`src/shared/ascp_params.svh`:
```
`ifndef ASCP_PARAMS_SVH
`define ASCP_PARAMS_SVH
// ----------------------------------------
// Register addresses
// ----------------------------------------
`define ASCP_ADDR_SOFT_INIT 8'h00
`define ASCP_ADDR_CLK_DRV 8'h10
`define ASCP_ADDR_OUT_CUR 8'h11
`define ASCP_ADDR_TERM 8'h12
`define ASCP_ADDR_OFS_HOLD 8'h13
`define ASCP_ADDR_IF_PWR 8'h14
`define ASCP_ADDR_FMT 8'h16
`define ASCP_ADDR_FINE_GAIN 8'h17
`define ASCP_ADDR_PAT_LO 8'h18
`define ASCP_ADDR_PAT_HI 8'h19
`define ASCP_ADDR_LAT 8'h1A
`define ASCP_ADDR_FILT 8'h1B
`define ASCP_ADDR_DEC_BAND 8'h1D
`define ASCP_ADDR_TAP_FIRST 8'h1E
`define ASCP_ADDR_TAP_LAST 8'h2F
`define ASCP_TAP_BYTES 18
// ----------------------------------------
// Field positions and reset values
// ----------------------------------------
`define ASCP_SOFT_INIT_BIT 1
`define ASCP_OFS_HOLD_BIT 4
`define ASCP_PIN_PRIO_BIT 7
`define ASCP_IF_SEL_BIT 5
`define ASCP_REG_RESET 8'h00
`define ASCP_WORD_BITS 16
`define ASCP_BITCNT_W 4
`endif

```
`src/shared/ascp_pkg.sv`:
```
package ascp_pkg;
	typedef enum logic [1:0] {ASCP_LVL_GND, ASCP_LVL_3_8, ASCP_LVL_5_8, ASCP_LVL_FULL} ascp_level_e;
	typedef logic [7:0] ascp_byte_t;
endpackage : ascp_pkg

```
`src/hdl/ascp_config_port.sv`:
```
// How it works
// - Sample data bit on each falling shift-clock edge while enable is low.
// - Every sixteenth falling edge in one enable period commits the word.
// - Trailing partial word at enable rise is discarded, no write.
// - Many words may follow back to back in one enable period.
// - First eight bits are address, next eight bits are data.
// - Shift clock up to 20 MHz, any lower rate, any duty cycle; with 20 MHz sampling each level must last 50 ns or more.
// - Reset pulse over 10 ns returns all registers to defaults; here it must span a 50 ns sample and is ignored in pin mode.
// - Writing one to bit 1 at address 00 resets registers, self-clears.
// - Pin priority zero: mode pins rule; one: register field rules.
// - Mode code pin1 MSB: normal, A off, B off, both off, down, A standby, B standby, interleave.
// - Interleave multiplexes both channels on one 12-bit bus, single-ended only.
// - After power-up, mode pins configure the device without serial writes.
// - Enable pin level picks data format and output interface in pin mode.
// - Shift clock pin level picks gain and reference in pin mode.
// - Address 10 bits 7:6 set output clock driver strength.
// - Address 11 bits 1:0 set output data driver strength.
// - Address 11 bits 3:2 current, bits 5:4 current doubling.
// - Address 12 bits 5:3 data termination, bits 2:0 clock termination.
// - Address 13 bit 4 freezes offset estimate, keeps last value.
// - Addresses 1E to 2F hold twelve 12-bit signed filter taps.
// - Address 14 bits 2:0 power field uses the mode pin codes.
// - Address 14 bit 7 lets register power field override mode pins; interface bit 5 rules whenever not in pin mode.
`timescale 1ns/10ps
`default_nettype none
`include "ascp_params.svh"
module ascp_config_port
	import ascp_pkg::*;
(
	input wire logic clk,
	input wire logic reset_n,
	input wire logic reg_reset,
	input wire logic serial_enable_n,
	input wire logic serial_clock,
	input wire logic serial_input_bit,
	input wire logic mode_pin_1,
	input wire logic mode_pin_2,
	input wire logic mode_pin_3,
	input wire logic parallel_pin_mode,
	input wire logic [1:0] enable_pin_level,
	input wire logic [1:0] clock_pin_level,
	output logic [1:0] clk_drive_strength,
	output logic [1:0] data_drive_strength,
	output logic [1:0] driver_current,
	output logic [1:0] current_double,
	output logic [2:0] data_termination,
	output logic [2:0] clock_termination,
	output logic offset_hold,
	output logic [2:0] power_mode,
	output logic channel_a_out_off,
	output logic channel_b_out_off,
	output logic global_power_down,
	output logic channel_a_standby,
	output logic channel_b_standby,
	output logic channel_interleave,
	output logic lvds_select,
	output logic twos_complement,
	output logic coarse_gain_35db,
	output logic external_reference,
	output logic [7:0] format_reg,
	output logic [7:0] fine_gain_reg,
	output logic [7:0] pattern_lo_reg,
	output logic [7:0] pattern_hi_reg,
	output logic [7:0] latency_reg,
	output logic [7:0] filter_reg,
	output logic [7:0] dec_band_reg,
	output logic [8*`ASCP_TAP_BYTES-1:0] tap_bytes
);
	// ----------------------------------------
	// Input synchronisers
	// ----------------------------------------
	logic [2:0] sync1_r;
	logic [2:0] sync2_r;
	logic [4:0] msync1_r;
	logic [4:0] msync2_r;
	logic rst_sync1_r;
	logic rst_sync2_r;
	logic [1:0] lvl_sync1_r;
	logic [1:0] lvl_sync2_r;
	logic sclk_prev_r;
	always_ff @(posedge clk) begin
		if (!reset_n) begin
			sync1_r <= 3'h7;
			sync2_r <= 3'h7;
			msync1_r <= 5'h00;
			msync2_r <= 5'h00;
			rst_sync1_r <= 1'b0;
			rst_sync2_r <= 1'b0;
			lvl_sync1_r <= 2'h0;
			lvl_sync2_r <= 2'h0;
			sclk_prev_r <= 1'b1;
		end else begin
			sync1_r <= {serial_enable_n, serial_clock, serial_input_bit};
			sync2_r <= sync1_r;
			msync1_r <= {mode_pin_1, mode_pin_2, mode_pin_3, enable_pin_level};
			msync2_r <= msync1_r;
			rst_sync1_r <= reg_reset;
			rst_sync2_r <= rst_sync1_r;
			lvl_sync1_r <= clock_pin_level;
			lvl_sync2_r <= lvl_sync1_r;
			sclk_prev_r <= sync2_r[1];
		end
	end
	wire sen_n_s = sync2_r[2];
	wire sclk_s = sync2_r[1];
	wire serial_input_bit_s = sync2_r[0];
	wire [2:0] pin_mode_code = msync2_r[4:2];
	wire [1:0] pin_fmt_level = msync2_r[1:0];
	wire [1:0] pin_gain_level = lvl_sync2_r;
	// Edge found at 20 MHz sampling; a 10 MHz shift clock relies on its
	// 50 ns high and low phases, slower clocks have ample margin.
	wire sclk_fall = sclk_prev_r && !sclk_s;
	// Reset pin is only meaningful in serial mode; parallel mode masks it and holds hw_reset low
	wire hw_reset = rst_sync2_r && !parallel_pin_mode;
	// ----------------------------------------
	// Serial shifter
	// ----------------------------------------
	logic [14:0] shift_r;
	logic [`ASCP_BITCNT_W-1:0] bitcnt_r;
	wire shift_bit = sclk_fall && !sen_n_s && !parallel_pin_mode;
	wire word_done = shift_bit && (bitcnt_r == 4'hF);
	wire [15:0] word = {shift_r, serial_input_bit_s};
	wire [7:0] waddr = word[15:8];
	wire [7:0] wdata = word[7:0];
	always_ff @(posedge clk) begin
		if (!reset_n) begin
			shift_r <= 15'h0000;
			bitcnt_r <= 4'h0;
		end else if (sen_n_s) begin
			bitcnt_r <= 4'h0;
		end else if (shift_bit) begin
			shift_r <= word[14:0];
			bitcnt_r <= bitcnt_r + 4'h1;
		end
	end
	// ----------------------------------------
	// Register bank
	// ----------------------------------------
	logic soft_init_r;
	logic [7:0] clk_drv_r;
	logic [7:0] out_cur_r;
	logic [7:0] term_r;
	logic [7:0] ofs_hold_r;
	logic [7:0] if_pwr_r;
	logic [7:0] fmt_r;
	logic [7:0] fine_gain_r;
	logic [7:0] pat_lo_r;
	logic [7:0] pat_hi_r;
	logic [7:0] lat_r;
	logic [7:0] filt_r;
	logic [7:0] dec_band_r;
	wire soft_init_nxt = word_done && (waddr == `ASCP_ADDR_SOFT_INIT) && wdata[`ASCP_SOFT_INIT_BIT];
	wire clear_all = hw_reset || soft_init_r;
	wire wr_clk_drv = word_done && (waddr == `ASCP_ADDR_CLK_DRV);
	wire wr_out_cur = word_done && (waddr == `ASCP_ADDR_OUT_CUR);
	wire wr_term = word_done && (waddr == `ASCP_ADDR_TERM);
	wire wr_ofs = word_done && (waddr == `ASCP_ADDR_OFS_HOLD);
	wire wr_if_pwr = word_done && (waddr == `ASCP_ADDR_IF_PWR);
	wire wr_fmt = word_done && (waddr == `ASCP_ADDR_FMT);
	wire wr_fine = word_done && (waddr == `ASCP_ADDR_FINE_GAIN);
	wire wr_pat_lo = word_done && (waddr == `ASCP_ADDR_PAT_LO);
	wire wr_pat_hi = word_done && (waddr == `ASCP_ADDR_PAT_HI);
	wire wr_lat = word_done && (waddr == `ASCP_ADDR_LAT);
	wire wr_filt = word_done && (waddr == `ASCP_ADDR_FILT);
	wire wr_dec = word_done && (waddr == `ASCP_ADDR_DEC_BAND);
	always_ff @(posedge clk) begin
		if (!reset_n) begin
			soft_init_r <= 1'b0;
		end else begin
			soft_init_r <= soft_init_nxt;
		end
	end
	always_ff @(posedge clk) begin
		if (!reset_n || clear_all) begin
			clk_drv_r <= `ASCP_REG_RESET;
			out_cur_r <= `ASCP_REG_RESET;
			term_r <= `ASCP_REG_RESET;
			ofs_hold_r <= `ASCP_REG_RESET;
			if_pwr_r <= `ASCP_REG_RESET;
			fmt_r <= `ASCP_REG_RESET;
			fine_gain_r <= `ASCP_REG_RESET;
			pat_lo_r <= `ASCP_REG_RESET;
			pat_hi_r <= `ASCP_REG_RESET;
			lat_r <= `ASCP_REG_RESET;
			filt_r <= `ASCP_REG_RESET;
			dec_band_r <= `ASCP_REG_RESET;
		end else begin
			if (wr_clk_drv) clk_drv_r <= wdata;
			if (wr_out_cur) out_cur_r <= wdata;
			if (wr_term) term_r <= wdata;
			if (wr_ofs) ofs_hold_r <= wdata;
			if (wr_if_pwr) if_pwr_r <= wdata;
			if (wr_fmt) fmt_r <= wdata;
			if (wr_fine) fine_gain_r <= wdata;
			if (wr_pat_lo) pat_lo_r <= wdata;
			if (wr_pat_hi) pat_hi_r <= wdata;
			if (wr_lat) lat_r <= wdata;
			if (wr_filt) filt_r <= wdata;
			if (wr_dec) dec_band_r <= wdata;
		end
	end
	// ----------------------------------------
	// Filter tap bytes, one per address
	// ----------------------------------------
	genvar gi;
	generate
		for (gi = 0; gi < `ASCP_TAP_BYTES; gi = gi + 1) begin : g_tap
			logic [7:0] tap_r;
			wire wr_tap = word_done && (waddr == (`ASCP_ADDR_TAP_FIRST + 8'(gi)));
			always_ff @(posedge clk) begin
				if (!reset_n || clear_all) begin
					tap_r <= `ASCP_REG_RESET;
				end else if (wr_tap) begin
					tap_r <= wdata;
				end
			end
			assign tap_bytes[8*gi +: 8] = tap_r;
		end
	endgenerate
	// ----------------------------------------
	// Field decode and pin priority
	// ----------------------------------------
	wire pin_prio = if_pwr_r[`ASCP_PIN_PRIO_BIT];
	// Serial mode has no analog levels on the shared pins; register fields hold
	wire [2:0] mode_code = pin_prio ? if_pwr_r[2:0] : pin_mode_code;
	wire pin_lvds = (pin_fmt_level == ASCP_LVL_GND) || (pin_fmt_level == ASCP_LVL_3_8);
	wire pin_twos = (pin_fmt_level == ASCP_LVL_GND) || (pin_fmt_level == ASCP_LVL_FULL);
	wire pin_gain = (pin_gain_level == ASCP_LVL_5_8) || (pin_gain_level == ASCP_LVL_FULL);
	wire pin_ext = (pin_gain_level == ASCP_LVL_3_8) || (pin_gain_level == ASCP_LVL_5_8);
	wire reg_lvds = if_pwr_r[`ASCP_IF_SEL_BIT];
	wire lvds_nxt = parallel_pin_mode ? pin_lvds : (pin_prio ? reg_lvds : reg_lvds);
	// Interleave is only legal on the single-ended bus
	wire mux_nxt = (mode_code == 3'h7) && !lvds_nxt;
	always_ff @(posedge clk) begin
		if (!reset_n) begin
			power_mode <= 3'h0;
			channel_a_out_off <= 1'b0;
			channel_b_out_off <= 1'b0;
			global_power_down <= 1'b0;
			channel_a_standby <= 1'b0;
			channel_b_standby <= 1'b0;
			channel_interleave <= 1'b0;
			lvds_select <= 1'b0;
			twos_complement <= 1'b0;
			coarse_gain_35db <= 1'b0;
			external_reference <= 1'b0;
		end else begin
			power_mode <= mode_code;
			channel_a_out_off <= (mode_code == 3'h1) || (mode_code == 3'h3);
			channel_b_out_off <= (mode_code == 3'h2) || (mode_code == 3'h3);
			global_power_down <= (mode_code == 3'h4);
			channel_a_standby <= (mode_code == 3'h5);
			channel_b_standby <= (mode_code == 3'h6);
			channel_interleave <= mux_nxt;
			lvds_select <= lvds_nxt;
			twos_complement <= parallel_pin_mode ? pin_twos : !fmt_r[4];
			coarse_gain_35db <= parallel_pin_mode ? pin_gain : if_pwr_r[4];
			external_reference <= parallel_pin_mode ? pin_ext : if_pwr_r[3];
		end
	end
	assign clk_drive_strength = clk_drv_r[7:6];
	assign data_drive_strength = out_cur_r[1:0];
	assign driver_current = out_cur_r[3:2];
	assign current_double = out_cur_r[5:4];
	assign data_termination = term_r[5:3];
	assign clock_termination = term_r[2:0];
	assign offset_hold = ofs_hold_r[`ASCP_OFS_HOLD_BIT];
	assign format_reg = fmt_r;
	assign fine_gain_reg = fine_gain_r;
	assign pattern_lo_reg = pat_lo_r;
	assign pattern_hi_reg = pat_hi_r;
	assign latency_reg = lat_r;
	assign filter_reg = filt_r;
	assign dec_band_reg = dec_band_r;
endmodule : ascp_config_port
`default_nettype wire

```
`config.mk`:
```
export PLATFORM = sky130hd
export DESIGN_NAME = ascp_config_port
export DESIGN_NICKNAME = d
export VERILOG_FILES = /design/src/shared/ascp_pkg.sv /design/src/hdl/ascp_config_port.sv
export VERILOG_INCLUDE_DIRS = /design/src /design/src/shared
export SDC_FILE = /design/constraint.sdc
export NUM_CORES = 1
export LEC_CHECK = 0
export BUFFER_PORTS_ARGS = -buffer_cell sky130_fd_sc_hd__buf_2
export CELL_PAD_IN_SITES_DETAIL_PLACEMENT = 1
export CELL_PAD_IN_SITES_GLOBAL_PLACEMENT = 1
export CORE_MARGIN = 2
export CORE_UTILIZATION = 39
export CTS_CLUSTER_DIAMETER = 100
export CTS_CLUSTER_SIZE = 20
export DETAILED_ROUTE_END_ITERATION = 10
export PLACE_DENSITY = 0.69
export SLEW_MARGIN = 20
export SYNTH_ARGS = -nofsm -noshare
export SYNTH_HDL_FRONTEND = slang
export SYNTH_SLANG_ARGS = --single-unit
```
`constraint.sdc`:
```
create_clock -name clk -period 1.9 [get_ports clk]
set_input_delay 0.285 -clock clk [delete_from_list [all_inputs] [get_ports clk]]
set_output_delay 0.285 -clock clk [all_outputs]
set_load 0.01 [all_outputs]
```
==> Yosys cells after proc, flatten, opt, wreduce, memory -nomap -nowiden <==
Cells that the tools add are included.
{ "op_classes": {"n_addsub": 1, "n_reduce_logical": 56, "bitwise": 2, "eq_ne": 43, "muxes": 5} }
{ "op_table": {"columns": ["operator", "n"], "rows": [
  ["8-bit by 6-bit equality test with 1-bit output, second input constant", 16],
  ["8-bit by 5-bit equality test with 1-bit output, second input constant", 14],
  ["1-bit logical AND", 38],
  ["3-bit equality test, second input constant", 4],
  ["8-bit logical NOT", 1],
  ["1-bit logical OR", 8],
  ["2-bit equality test, second input constant", 3],
  ["3-bit by 2-bit equality test with 1-bit output, second input constant", 2],
  ["1-bit logical NOT", 6],
  ["4-bit by 1-bit adder with 4-bit output, second input constant", 1],
  ["2-bit by 1-bit equality test with 1-bit output, second input constant", 2],
  ["4-bit equality test, second input constant", 1],
  ["1-bit 2-to-1 mux", 4],
  ["3-bit by 1-bit equality test with 1-bit output, second input constant", 1],
  ["3-bit 2-to-1 mux", 1],
  ["2-bit logical NOT", 1],
  ["1-bit NOT", 2],
  ["2-bit AND reduction", 1],
  ["2-bit OR reduction", 1]
]} }
{ "word_totals": {"inputBits": 14, "register_bits": 289, "output_inout_bits": 228} }

==> Longest topological paths before layout <==
Gate-level depths: netlist of run 1.
{ "logic_depth": {"word_depth": 7, "depth_mapped": 7, "ltp_nobuf": 5} }

==> Worst setup path before layout of run 1 <==
Ideal clock, no wire load.
{ "synth_path": {"kind": "flip-flop to flip-flop", "from": "reg shift_r[14]", "to": "reg fine_gain_r[0], in the netlist fine_gain_reg[0]", "arrival_ns": 1.563, "t_required_ns": 1.762, "synth_period_minus_slack_ns": 1.701, "n_path_buf": 1, "stages_incl_launch_ff": 5, "setup_slack_ns": 0.199, "setup_ns": 0.138, "path_cell_list": "dfxtp_1 -> nor4b_4 -> buf_12 -> nand4_4 -> mux2i_1"} }
{ "synth_via": {"elab_chain_len": 2} }
{ "synth_lines": {"columns": ["item", "line", "text"], "rows": [
  ["start: declaration", "ascp_config_port.sv:118", "logic [14:0] shift_r;"],
  ["start signal: assignment", "ascp_config_port.sv:132", "shift_r <= word[14:0];"],
  ["8-bit by 5-bit equality test with 1-bit output (no line)", null, null],
  ["1-bit logical AND", "ascp_config_port.sv:160", "wire wr_fine = word_done && (waddr == `ASCP_ADDR_FINE_GAIN);"],
  ["end signal: assignment", "ascp_config_port.sv:181", "fine_gain_r <= `ASCP_REG_RESET;"],
  ["end signal: assignment", "ascp_config_port.sv:194", "if (wr_fine) fine_gain_r <= wdata;"],
  ["end: declaration", "ascp_config_port.sv:146", "logic [7:0] fine_gain_r;"]
]} }
No other way between the ends.
A chain may end at the register's enable or synchronous reset.

==> Worst setup path after layout of run 1 <==
{ "layout_path": {"from": "reg bitcnt_r[0]", "to": "reg g_tap[9].tap_r[1]"} }
{ "layout_via": {"elab_chain_len": 3} }
{ "layout_lines": {"columns": ["item", "line", "text"], "rows": [
  ["start: declaration", "ascp_config_port.sv:119", "logic [`ASCP_BITCNT_W-1:0] bitcnt_r;"],
  ["start signal: assignment", "ascp_config_port.sv:133", "bitcnt_r <= bitcnt_r + 4'h1;"],
  ["4-bit equality test", "ascp_config_port.sv:121", "wire word_done = shift_bit && (bitcnt_r == 4'hF);"],
  ["1-bit logical AND", "ascp_config_port.sv:121", null],
  ["1-bit logical AND", "ascp_config_port.sv:209", "wire wr_tap = word_done && (waddr == (`ASCP_ADDR_TAP_FIRST + 8'(gi)));"],
  ["end signal: assignment", "ascp_config_port.sv:212", "tap_r <= `ASCP_REG_RESET;"],
  ["end signal: assignment", "ascp_config_port.sv:214", "tap_r <= wdata;"],
  ["end: declaration", "ascp_config_port.sv:208", "logic [7:0] tap_r;"]
]} }
No other way between the ends.

==> results of run 1 <==
[layer usage]
| metal | vias up | track usage | wire [µm] | part of all wire |
|---|---|---|---|---|
| met1 | 4835 | 0.3011 | 17250 | 0.46 |
| met4 | 0 | 0.04613 | 639 | 0.017 |
| met3 | 41 | 0.04850 | 2206 | 0.059 |
| met2 | 248 | 0.3566 | 17310 | 0.46 |
| li1 | 4464 | - | - | - |
| met5 | - | 0 | 0 | 0 |
[layout make-up]
class	instances	area (µm²)	area share
multi-input cells	617	5683	0.4033
flip-flops and latches	278	5565	0.3950
repair buffers	299	1867	0.1325
well taps	396	495.5	0.03516
clock buffers	19	432.9	0.03072
inverters	10	47.55	0.003374
[what timing repair did]
action / 4_1_cts / 5_1_grt
endpoints found under the hold margin: 8 / 0
setup endpoints to repair: 0 / 8
buffers inserted: 0 / 0
gates resized for setup: 0 / 1
hold buffers: 8 / 0
[cell families after synthesis]
| logic type | Yosys count | share of synthesized area |
|---|---|---|
| buf+inv | 153 | 0.08468 |
| simple gates | 126 | 0.08303 |
| flops | 278 | 0.4582 |
| compound gates | 261 | 0.1834 |
| fa+ha+maj | 5 | 0.005151 |
| mux | 224 | 0.1848 |
| xor+xnor | 1 | 0.0007213 |
[path summary, 6_finish.rpt]
check	end	slack [ns]	depth (start not counted)
max reg2reg	g_tap[9].tap_r[1]$_SDFFE_PP0P_	0.12	4
min reg2reg	sync2_r[0]$_SDFF_PN1_	0.42	1
max	g_tap[9].tap_r[1]$_SDFFE_PP0P_	0.12	4
min	rst_sync1_r$_SDFF_PN0_	0.01	2
[through the flow]
stage	hold slack, ns	instances
6_report	0.01307	1619
5_1_grt	0.009190	1619
4_1_cts	0.004407	1619
3_5_place_dp	0.4014	1592
3_3_place_gp	0.3956	1592
2_1_floorplan	0.3863	1048
[report_power, final]
part           internal (mW)  leakage (nW)  switching (mW)
combinational          0.103          4.64           0.321
sequential              5.85          2.24          0.0127
clock                   1.62         0.212            1.94
total                   7.57          7.10            2.27
[critical path, stage by stage (launching register included)]
cell     delay [ns]
dfxtp_1        0.38
ha_1           0.23
and4b_2        0.47
nand4_2        0.37
mux2i_1        0.21
[cell usage in the layout (no fill, tap or decap), types with 2 or more instances in the layout]
cell type / count
clkbuf_1: 2
a21oi_1: 22
clkbuf_8: 2
buf_4: 35
and3b_2: 2
nand4_4: 13
nor3_1: 4
nand2b_1: 9
and2_1: 17
ha_1: 5
o2111ai_1: 222
a211oi_1: 3
o2111ai_4: 8
dlygate4sd3_1: 8
dfxtp_1: 278
a31oi_1: 2
mux2_2: 2
nand4_2: 15
nor4b_4: 2
inv_1: 7
buf_12: 15
mux2i_1: 222
clkbuf_16: 17
nand2_1: 36
or3_1: 2
nor2_1: 11
nand4_1: 2
buf_2: 239
o21ai_0: 3
==> flow_metrics.env, run 1 <==
export IMPL_yosys_area_top_type="dfxtp_1"
export IMPL_yosysWarnings=0
export IMPL_hold_violations=0
export IMPL_synth_edff_count=0
export IMPL_peakVddDrop_mv=0.5048
export IMPL_clockBufferDepth=3
export IMPL_slew_violations=0
export IMPL_tritoncts="yes"
export IMPL_clk_pin_slew_ns=0.09
export IMPL_drive_above_1_share=0.2919
export IMPL_final_util=0.4607
export IMPL_clockRootBuffer="clkbuf_16"
export IMPL_yosysMostFrequentCell="dfxtp_1"
export IMPL_antenna_found_initial=0
export IMPL_rows=64
export IMPL_vias=9588
export IMPL_place_ws_ns=0.03214
export IMPL_period_needed_ns=1.784
export IMPL_finalSetupTns_ns=0
export IMPL_ys_top_cells_by_area="dfxtp_1, mux2i_1, o2111ai_1, clkbuf_8, clkbuf_1"
export IMPL_power_leakage_nw=7.096
export IMPL_worst_pin_slew_ns=0.6353
export IMPL_port_buffer_count=241
export IMPL_rsz0062_at_grt="false"
export IMPL_largest_registers="g_tap.tap_r: 144 flops, shift_r: 15 flops"
export IMPL_critPathKind="reg2reg"
export IMPL_fin_worst_skew_ns=0.02085
export IMPL_wire_per_inst_um=23.10
export IMPL_worst_slack_ns=0.1157
export IMPL_grt_max_degree=130
export IMPL_hp_start="reg_reset"
export IMPL_critPathLaunchType="register"
export IMPL_cts_buffers=17
export IMPL_powerDensity_nw_per_um2=698.5
export IMPL_syn_avg_cell_area_um2=11.59
export IMPL_wirelength_um=37400
export IMPL_io_pins=242
export IMPL_synth_async_sr_flop_share=0
export IMPL_cp_end_kind="register"
export IMPL_vias_per_cell=5.922
export IMPL_dp_hpwl_um=23250
export IMPL_worst_endpoint_required_ns=2.26
export IMPL_dieArea_um2=32570
export IMPL_cp_startpoint="bitcnt_r[0]$_SDFFE_PP0P_"
export IMPL_first_pass_iters=4
export IMPL_remaining_drc_errors=0
export IMPL_max_freq_mhz=560.4
export IMPL_fp_coreArea_um2=30590
export IMPL_final_area_um2=14090
export IMPL_dieHeight_um=180.5
export IMPL_placed_area_um2=13570
export IMPL_overflow=0
export IMPL_reg2reg_from="bitcnt_r[0]$_SDFFE_PP0P_"
export IMPL_grt_first_pass_wirelength_um=58490
export IMPL_syn_area_um2=12150
export IMPL_synth_common_cells="dfxtp_1, o2111ai_1, mux2i_1"
export IMPL_ant_nets=0
export IMPL_die_w_um=180.5
export IMPL_clock_latency_ns=0.50
export IMPL_routabilityCongestion=0.7523
export IMPL_largest_reg_flops=144
export IMPL_crit_path_max_fanout=8
export IMPL_netlist_instances=1048
export IMPL_synthesis_nets=1067
export IMPL_run_status="finished, final reports clean"
export IMPL_grt_pass1_vias=9670
export IMPL_grtUsageTotal=0.2200
export IMPL_ys_ff_latch=278
export IMPL_fillCellCount=3345
export IMPL_htree_levels=1
export IMPL_ys_flop_type="dfxtp_1"
export IMPL_synthDistinctLibCells=47
export IMPL_power_mw=9.842
export IMPL_antennaDiodeCount=0
export IMPL_relSlewSlack=0.5765
export IMPL_cp_data_arrival_time_ns=2.15
export IMPL_synth_top_cell_area_share=0.4582
export IMPL_initial_core_util=0.3970
export IMPL_hold_class="in2reg"
export IMPL_setup_viol_count_final=0
export IMPL_maxCapViolations=0
export IMPL_period_share=0.9391
export IMPL_layout_nets=1242
export IMPL_area_delta_synth_final_pct=16.02
export IMPL_regMostFlops="g_tap.tap_r"
export IMPL_drt_iter0_drc=664
export IMPL_cts_sinks=278
export IMPL_synth_seq_area_share=0.4582
(Power assumes the default switching activity.)
==> run 2: changes to the inputs <==
--- a/config.mk
+++ b/config.mk
@@ -9,6 +9,7 @@
 export BUFFER_PORTS_ARGS = -buffer_cell sky130_fd_sc_hd__buf_2
 export CELL_PAD_IN_SITES_DETAIL_PLACEMENT = 1
 export CELL_PAD_IN_SITES_GLOBAL_PLACEMENT = 1
+export CORE_ASPECT_RATIO = 0.9
 export CORE_MARGIN = 2
 export CORE_UTILIZATION = 39
 export CTS_CLUSTER_DIAMETER = 100
==> constraint.sdc (replaced) <==
create_clock -name clk -period 1.9 [get_ports clk]
set_input_delay 0.19 -clock clk [delete_from_list [all_inputs] [get_ports clk]]
set_output_delay 0.19 -clock clk [all_outputs]
set_load 0.01 [all_outputs]
==> run 2 against run 1 <==
- worst hold slack better by 0.094 ns
- clock-buffer cell count down 1
- combinational power about the same
- critical path depth unchanged
- clock skew up 0.011 ns
- clock power up 2%
- sequential power about the same
- cell count up 0.62%
- critical path type unchanged
- critical endpoint is now g_tap[12].tap_r[1]$_SDFFE_PP0P_
- largest power group unchanged
- highest routed layer unchanged
==> flow_metrics.env, run 2 (synthesis gave the netlist of run 1 again) <==
export IMPL_rows=61
export IMPL_grt_first_pass_wirelength_um=56700
export IMPL_ant_nets=0
export IMPL_cts_sinks=278
export IMPL_worst_r2r_setup_slack_ns=0.004
export IMPL_hold_ws_ns=0.1066
export IMPL_worst_slack_ns=0.004010
export IMPL_antenna_found_initial=0
export IMPL_rsz0062_at_grt="true"
export IMPL_drt_iter0_drc=521
export IMPL_maxCapViolations=0
export IMPL_die_w_um=190.0
export IMPL_switching_share=0.2313
export IMPL_dieArea_um2=32570
export IMPL_routabilityCongestion=0.7491
export IMPL_clockRootBuffer="clkbuf_16"
export IMPL_drive_above_1_share=0.2893
export IMPL_relSlewSlack=0.5912
export IMPL_wirelength_um=37120
export IMPL_setup_viol_count_final=0
export IMPL_largest_registers="g_tap.tap_r: 144 flops, shift_r: 15 flops"
export IMPL_tritoncts="yes"
export IMPL_powerDensity_nw_per_um2=699.6
export IMPL_clkPwrFrac=0.365
export IMPL_antennaDiodeCount=0
export IMPL_place_ws_ns=0.05266
export IMPL_final_util=0.4602
export IMPL_cp_data_arrival_time_ns=2.31
export IMPL_cp_end_kind="register"
export IMPL_critPathLaunchType="register"
export IMPL_dieHeight_um=171.4
export IMPL_io_pins=242
export IMPL_cts_buffers=17
export IMPL_critPathKind="reg2reg"
export IMPL_first_pass_iters=5
export IMPL_initial_core_util=0.3949
export IMPL_seq_power_share=0.592
export IMPL_max_freq_mhz=527.4
export IMPL_period_needed_ns=1.896
export IMPL_switching_power_mw=2.291
export IMPL_peakVddDrop_mv=0.4447
export IMPL_grt_max_degree=121
export IMPL_port_buffer_count=241
export IMPL_grtUsageTotal=0.2184
export IMPL_layout_nets=1239
export IMPL_layout_common_cells="dfxtp_1, buf_2, o2111ai_1, mux2i_1, nand2_1"
export IMPL_vias_per_cell=5.843
export IMPL_wire_per_inst_um=22.79
export IMPL_worst_pin_slew_ns=0.6132
export IMPL_final_common_cell="dfxtp_1"
export IMPL_fp_coreArea_um2=30760
export IMPL_slew_violations=0
export IMPL_clockBufferDepth=3
export IMPL_largest_reg_flops=144
export IMPL_hold_class="in2reg"
export IMPL_power_mw=9.903
export IMPL_dp_hpwl_um=22730
export IMPL_internal_power_mw=7.613
export IMPL_hold_violations=0
export IMPL_period_share=0.9979
export IMPL_clk_pin_slew_ns=0.08
export IMPL_clock_latency_ns=0.52
export IMPL_worst_endpoint_required_ns=2.31
export IMPL_overflow=0
export IMPL_crit_path_max_fanout=47
export IMPL_run_status="finished, final reports clean"
export IMPL_fin_worst_skew_ns=0.03204
export IMPL_area_delta_synth_final_pct=16.56
export IMPL_remaining_drc_errors=0
export IMPL_vias=9519
export IMPL_regMostFlops="g_tap.tap_r"
export IMPL_p_comb_frac=0.043
export IMPL_grt_pass1_vias=9488
export IMPL_power_leakage_nw=7.125
export IMPL_htree_levels=1
run 2: path summary, 6_finish.rpt:
path                                      to  cells after the start                  start
max          g_tap[12].tap_r[1]$_SDFFE_PP0P_                      4  sync2_r[1]$_SDFF_PN1_
min           g_tap[2].tap_r[7]$_SDFFE_PP0P_                      3      parallel_pin_mode
max reg2reg  g_tap[12].tap_r[1]$_SDFFE_PP0P_                      4  sync2_r[1]$_SDFF_PN1_
min reg2reg            sync2_r[0]$_SDFF_PN1_                      1  sync1_r[0]$_SDFF_PN1_
run 2: repair_timing:
item / in CTS / in global routing
endpoints found under the setup margin: 0 / 55
resized for setup: 0 / 2
hold buffers: 11 / 0
hold endpoints to repair: 11 / 0
setup buffers: 0 / 0
run 2: power by group through the flow:
stage               clock network, mW  registers, mW  logic (mW)
finish                           3.61           5.86       0.425
global route                     3.93           5.87       0.456
CTS                              3.74           5.87       0.421
floorplan                           0           6.00       0.288
detailed placement                  0           6.00       0.403
global placement                    0           6.00       0.405
run 2: critical path: stages, from the launching register on:
cell and delay, ns:
dfxtp_1 0.35, nor4b_4 0.33, buf_12 0.35, nand4_2 0.41
mux2i_1 0.31
run 2: area by class of cell:
cell class / count / area, µm²
clock inverter: 1 / 8.758
sequential: 278 / 5565
inverter: 10 / 50.05
clock buffer: 18 / 439.2
multi-input combinational: 617 / 5692
fill: 3351 / 16600
tap: 409 / 511.7
timing repair buffer: 296 / 1889
run 2: layer usage:
layer / wire length (µm) / vias up / track usage
li1: - / 4459 / -
met5: 0 / - / 0
met4: 829 / 0 / 0.05359
met3: 1935 / 38 / 0.03775
met1: 17020 / 4793 / 0.3006
met2: 17340 / 229 / 0.3561
run 2: stage by stage:
| stage | cell area [µm²] | std cells | setup TNS (ns) |
|---|---|---|---|
| 2_1_floorplan | 12150 | 1048 | 0 |
| 3_3_place_gp | 13580 | 1599 | 0 |
| 3_5_place_dp | 13580 | 1599 | 0 |
| 4_1_cts | 14140 | 1629 | 0 |
| 5_1_grt | 14160 | 1629 | -2.109 |
| 6_report | 14160 | 1629 | 0 |
==> run 3: changes to the inputs <==
==> constraint.sdc (replaced) <==
create_clock -name clk -period 1.8 [get_ports clk]
set_input_delay 0.18 -clock clk [delete_from_list [all_inputs] [get_ports clk]]
set_output_delay 0.18 -clock clk [all_outputs]
set_load 0.01 [all_outputs]
==> run 3 against run 2 <==
- largest power group unchanged
- sequential cell count stayed put
- the run now ends with setup timing left
- setup slack worse by 0.019 ns
- non-clock buffer count is 10 higher
- largest cell class unchanged
- wire length is 0.52% higher
==> flow_metrics.env, run 3 (synthesis gave the netlist of run 1 again) <==
export IMPL_run_status="complete, but fails checks"
export IMPL_violations="setup timing"
export IMPL_crit_slowest_cell="nand4_2"
export IMPL_dieArea_um2=32570
export IMPL_rsz0062_at_grt="true"
export IMPL_drt_iter0_drc=625
export IMPL_initial_core_util=0.3949
export IMPL_worst_path_largest_cell_delay_ns=0.42
export IMPL_powerDensity_nw_per_um2=735.6
export IMPL_rows=61
export IMPL_clockBufferDepth=3
export IMPL_crit_family="simple AND/OR/NAND/NOR gates"
export IMPL_area_delta_synth_final_pct=17.38
export IMPL_max_freq_mhz=550.9
export IMPL_cp_end_kind="register"
export IMPL_critPathKind="reg2reg"
export IMPL_io_pins=242
export IMPL_drive_above_1_share=0.2945
export IMPL_top_usage_layer="met2"
export IMPL_reg2reg_to="g_tap[17].tap_r[6]$_SDFFE_PP0P_"
export IMPL_first_pass_iters=5
export IMPL_fp_coreArea_um2=30760
export IMPL_largest_registers="g_tap.tap_r: 144 flops, shift_r: 15 flops"
export IMPL_cp_cell_sequence="nor4b_4 > buf_12 > nand4_2 > mux2i_1"
export IMPL_clk_pin_slew_ns=0.09
export IMPL_period_share=1.008
export IMPL_worst_r2r_setup_slack_ns=-0.02
export IMPL_final_util=0.4635
export IMPL_htree_levels=1
export IMPL_hold_ws_ns=0.09179
export IMPL_setup_viol_count_final=7
export IMPL_postCtsSetupBuffers=0
export IMPL_dieHeight_um=171.4
export IMPL_met1_usage=0.3044
export IMPL_peakVddDrop_mv=0.4749
export IMPL_remaining_drc_errors=0
export IMPL_reg2reg_from="sync2_r[1]$_SDFF_PN1_"
export IMPL_grt_pass1_vias=9500
export IMPL_clockRootBuffer="clkbuf_16"
export IMPL_period_needed_ns=1.815
export IMPL_slew_violations=0
export IMPL_place_ws_ns=0.0005000
export IMPL_antennaDiodeCount=0
export IMPL_power_leakage_nw=7.179
export IMPL_vias=9612
export IMPL_grt_max_degree=122
export IMPL_die_w_um=190.0
export IMPL_met2_usage=0.3597
export IMPL_wire_per_inst_um=22.78
export IMPL_vias_per_cell=5.868
export IMPL_rr_worst_depth=4
export IMPL_regMostFlops="g_tap.tap_r"
export IMPL_largest_reg_flops=144
export IMPL_cp_data_arrival_time_ns=2.23
export IMPL_port_buffer_count=241
export IMPL_worst_slack_ns=-0.01506
export IMPL_relSlewSlack=0.5950
export IMPL_wirelength_um=37320
export IMPL_ant_nets=0
export IMPL_grtUsageTotal=0.2206
export IMPL_layout_common_cells="dfxtp_1, buf_2, o2111ai_1, mux2i_1, nand2_1"
export IMPL_worst_path_buf_inv=1
export IMPL_hold_class="in2reg"
export IMPL_whs_path_depth=3
export IMPL_use_met3=0.04264
export IMPL_grt_first_pass_wirelength_um=57210
export IMPL_critPathLaunchType="register"
export IMPL_final_common_cell="dfxtp_1"
export IMPL_maxCapViolations=0
export IMPL_antenna_found_initial=0
export IMPL_fillCellCount=3298
export IMPL_layout_nets=1249
export IMPL_overflow=0
export IMPL_hold_end="g_tap[2].tap_r[7]$_SDFFE_PP0P_"
export IMPL_clock_latency_ns=0.50
export IMPL_worst_endpoint_required_ns=2.22
export IMPL_hold_violations=0
export IMPL_cts_sinks=278
export IMPL_worst_pin_slew_ns=0.6075
export IMPL_crit_path_max_fanout=47
export IMPL_fin_worst_skew_ns=0.01251
export IMPL_routabilityCongestion=0.7647
export IMPL_cts_buffers=17
export IMPL_multiInputGateArea_um2=5700
export IMPL_hp_start="parallel_pin_mode"
export IMPL_tritoncts="yes"
export IMPL_seqCellArea_um2=5565
export IMPL_dp_hpwl_um=23380
==> run 3: metal layers <==
layer / vias up / share of wire
met3: 36 / 0.056
met1: 4900 / 0.46
met5: - / 0
met4: 0 / 0.019
li1: 4476 / -
met2: 200 / 0.47
==> run 3: worst max-delay path by stage <==
stage	depth (start not counted)	startpoint	end	slack (ns)
floorplan	4	shift_r[14]$_SDFFE_PN0P_	fine_gain_reg[0]$_SDFFE_PP0P_	0.1
global placement	5	parallel_pin_mode	g_tap[17].tap_r[4]$_SDFFE_PP0P_	0.06
finish	4	sync2_r[1]$_SDFF_PN1_	g_tap[17].tap_r[6]$_SDFFE_PP0P_	-0.02
detailed placement	5	bitcnt_r[0]$_SDFFE_PP0P_	g_tap[4].tap_r[3]$_SDFFE_PP0P_	0.0005
global route	4	sync2_r[1]$_SDFF_PN1_	g_tap[16].tap_r[3]$_SDFFE_PP0P_	-0.11
CTS	4	sync2_r[1]$_SDFF_PN1_	g_tap[17].tap_r[6]$_SDFFE_PP0P_	-0.004
==> run 3: per-stage QoR <==
| step | instances | setup TNS, ns | power (mW) | area (µm²) |
|---|---|---|---|---|
| after floorplan | 1048 | 0 | 6.639 | 12150 |
| after global placement | 1609 | 0 | 6.779 | 13680 |
| after detailed placement | 1609 | 0 | 6.780 | 13680 |
| after CTS | 1638 | -0.003918 | 10.62 | 14260 |
| after global routing | 1638 | -5.288 | 10.87 | 14260 |
| final | 1638 | -0.06071 | 10.49 | 14260 |
==> run 3: what timing repair did <==
action,4_1_cts,5_1_grt
hold buffers,11,0
endpoints found under the setup margin,14,108
hold endpoints to repair,11,0
resized for setup,3,0
==> run 3: worst min-delay path, delay by kind of cell <==
kind,cells,cell delay [ns]
buf+inv,1,0.12
mux,1,0.14
compound gates,1,0.11
==> run 3: area by class of cell <==
| class | instances | share of cell area |
|---|---|---|
| Inverter | 10 | 0.003511 |
| Multi-Input combinational cell | 617 | 0.3999 |
| Timing Repair Buffer | 306 | 0.1395 |
| Tap cell | 409 | 0.03590 |
| Clock buffer | 18 | 0.03081 |
| Sequential cell | 278 | 0.3904 |
==> run 3: report_power, final <==
part | switching (mW) | internal [mW]
combinational | 0.341 | 0.126
clock | 2.09 | 1.74
sequential | 0.0134 | 6.18
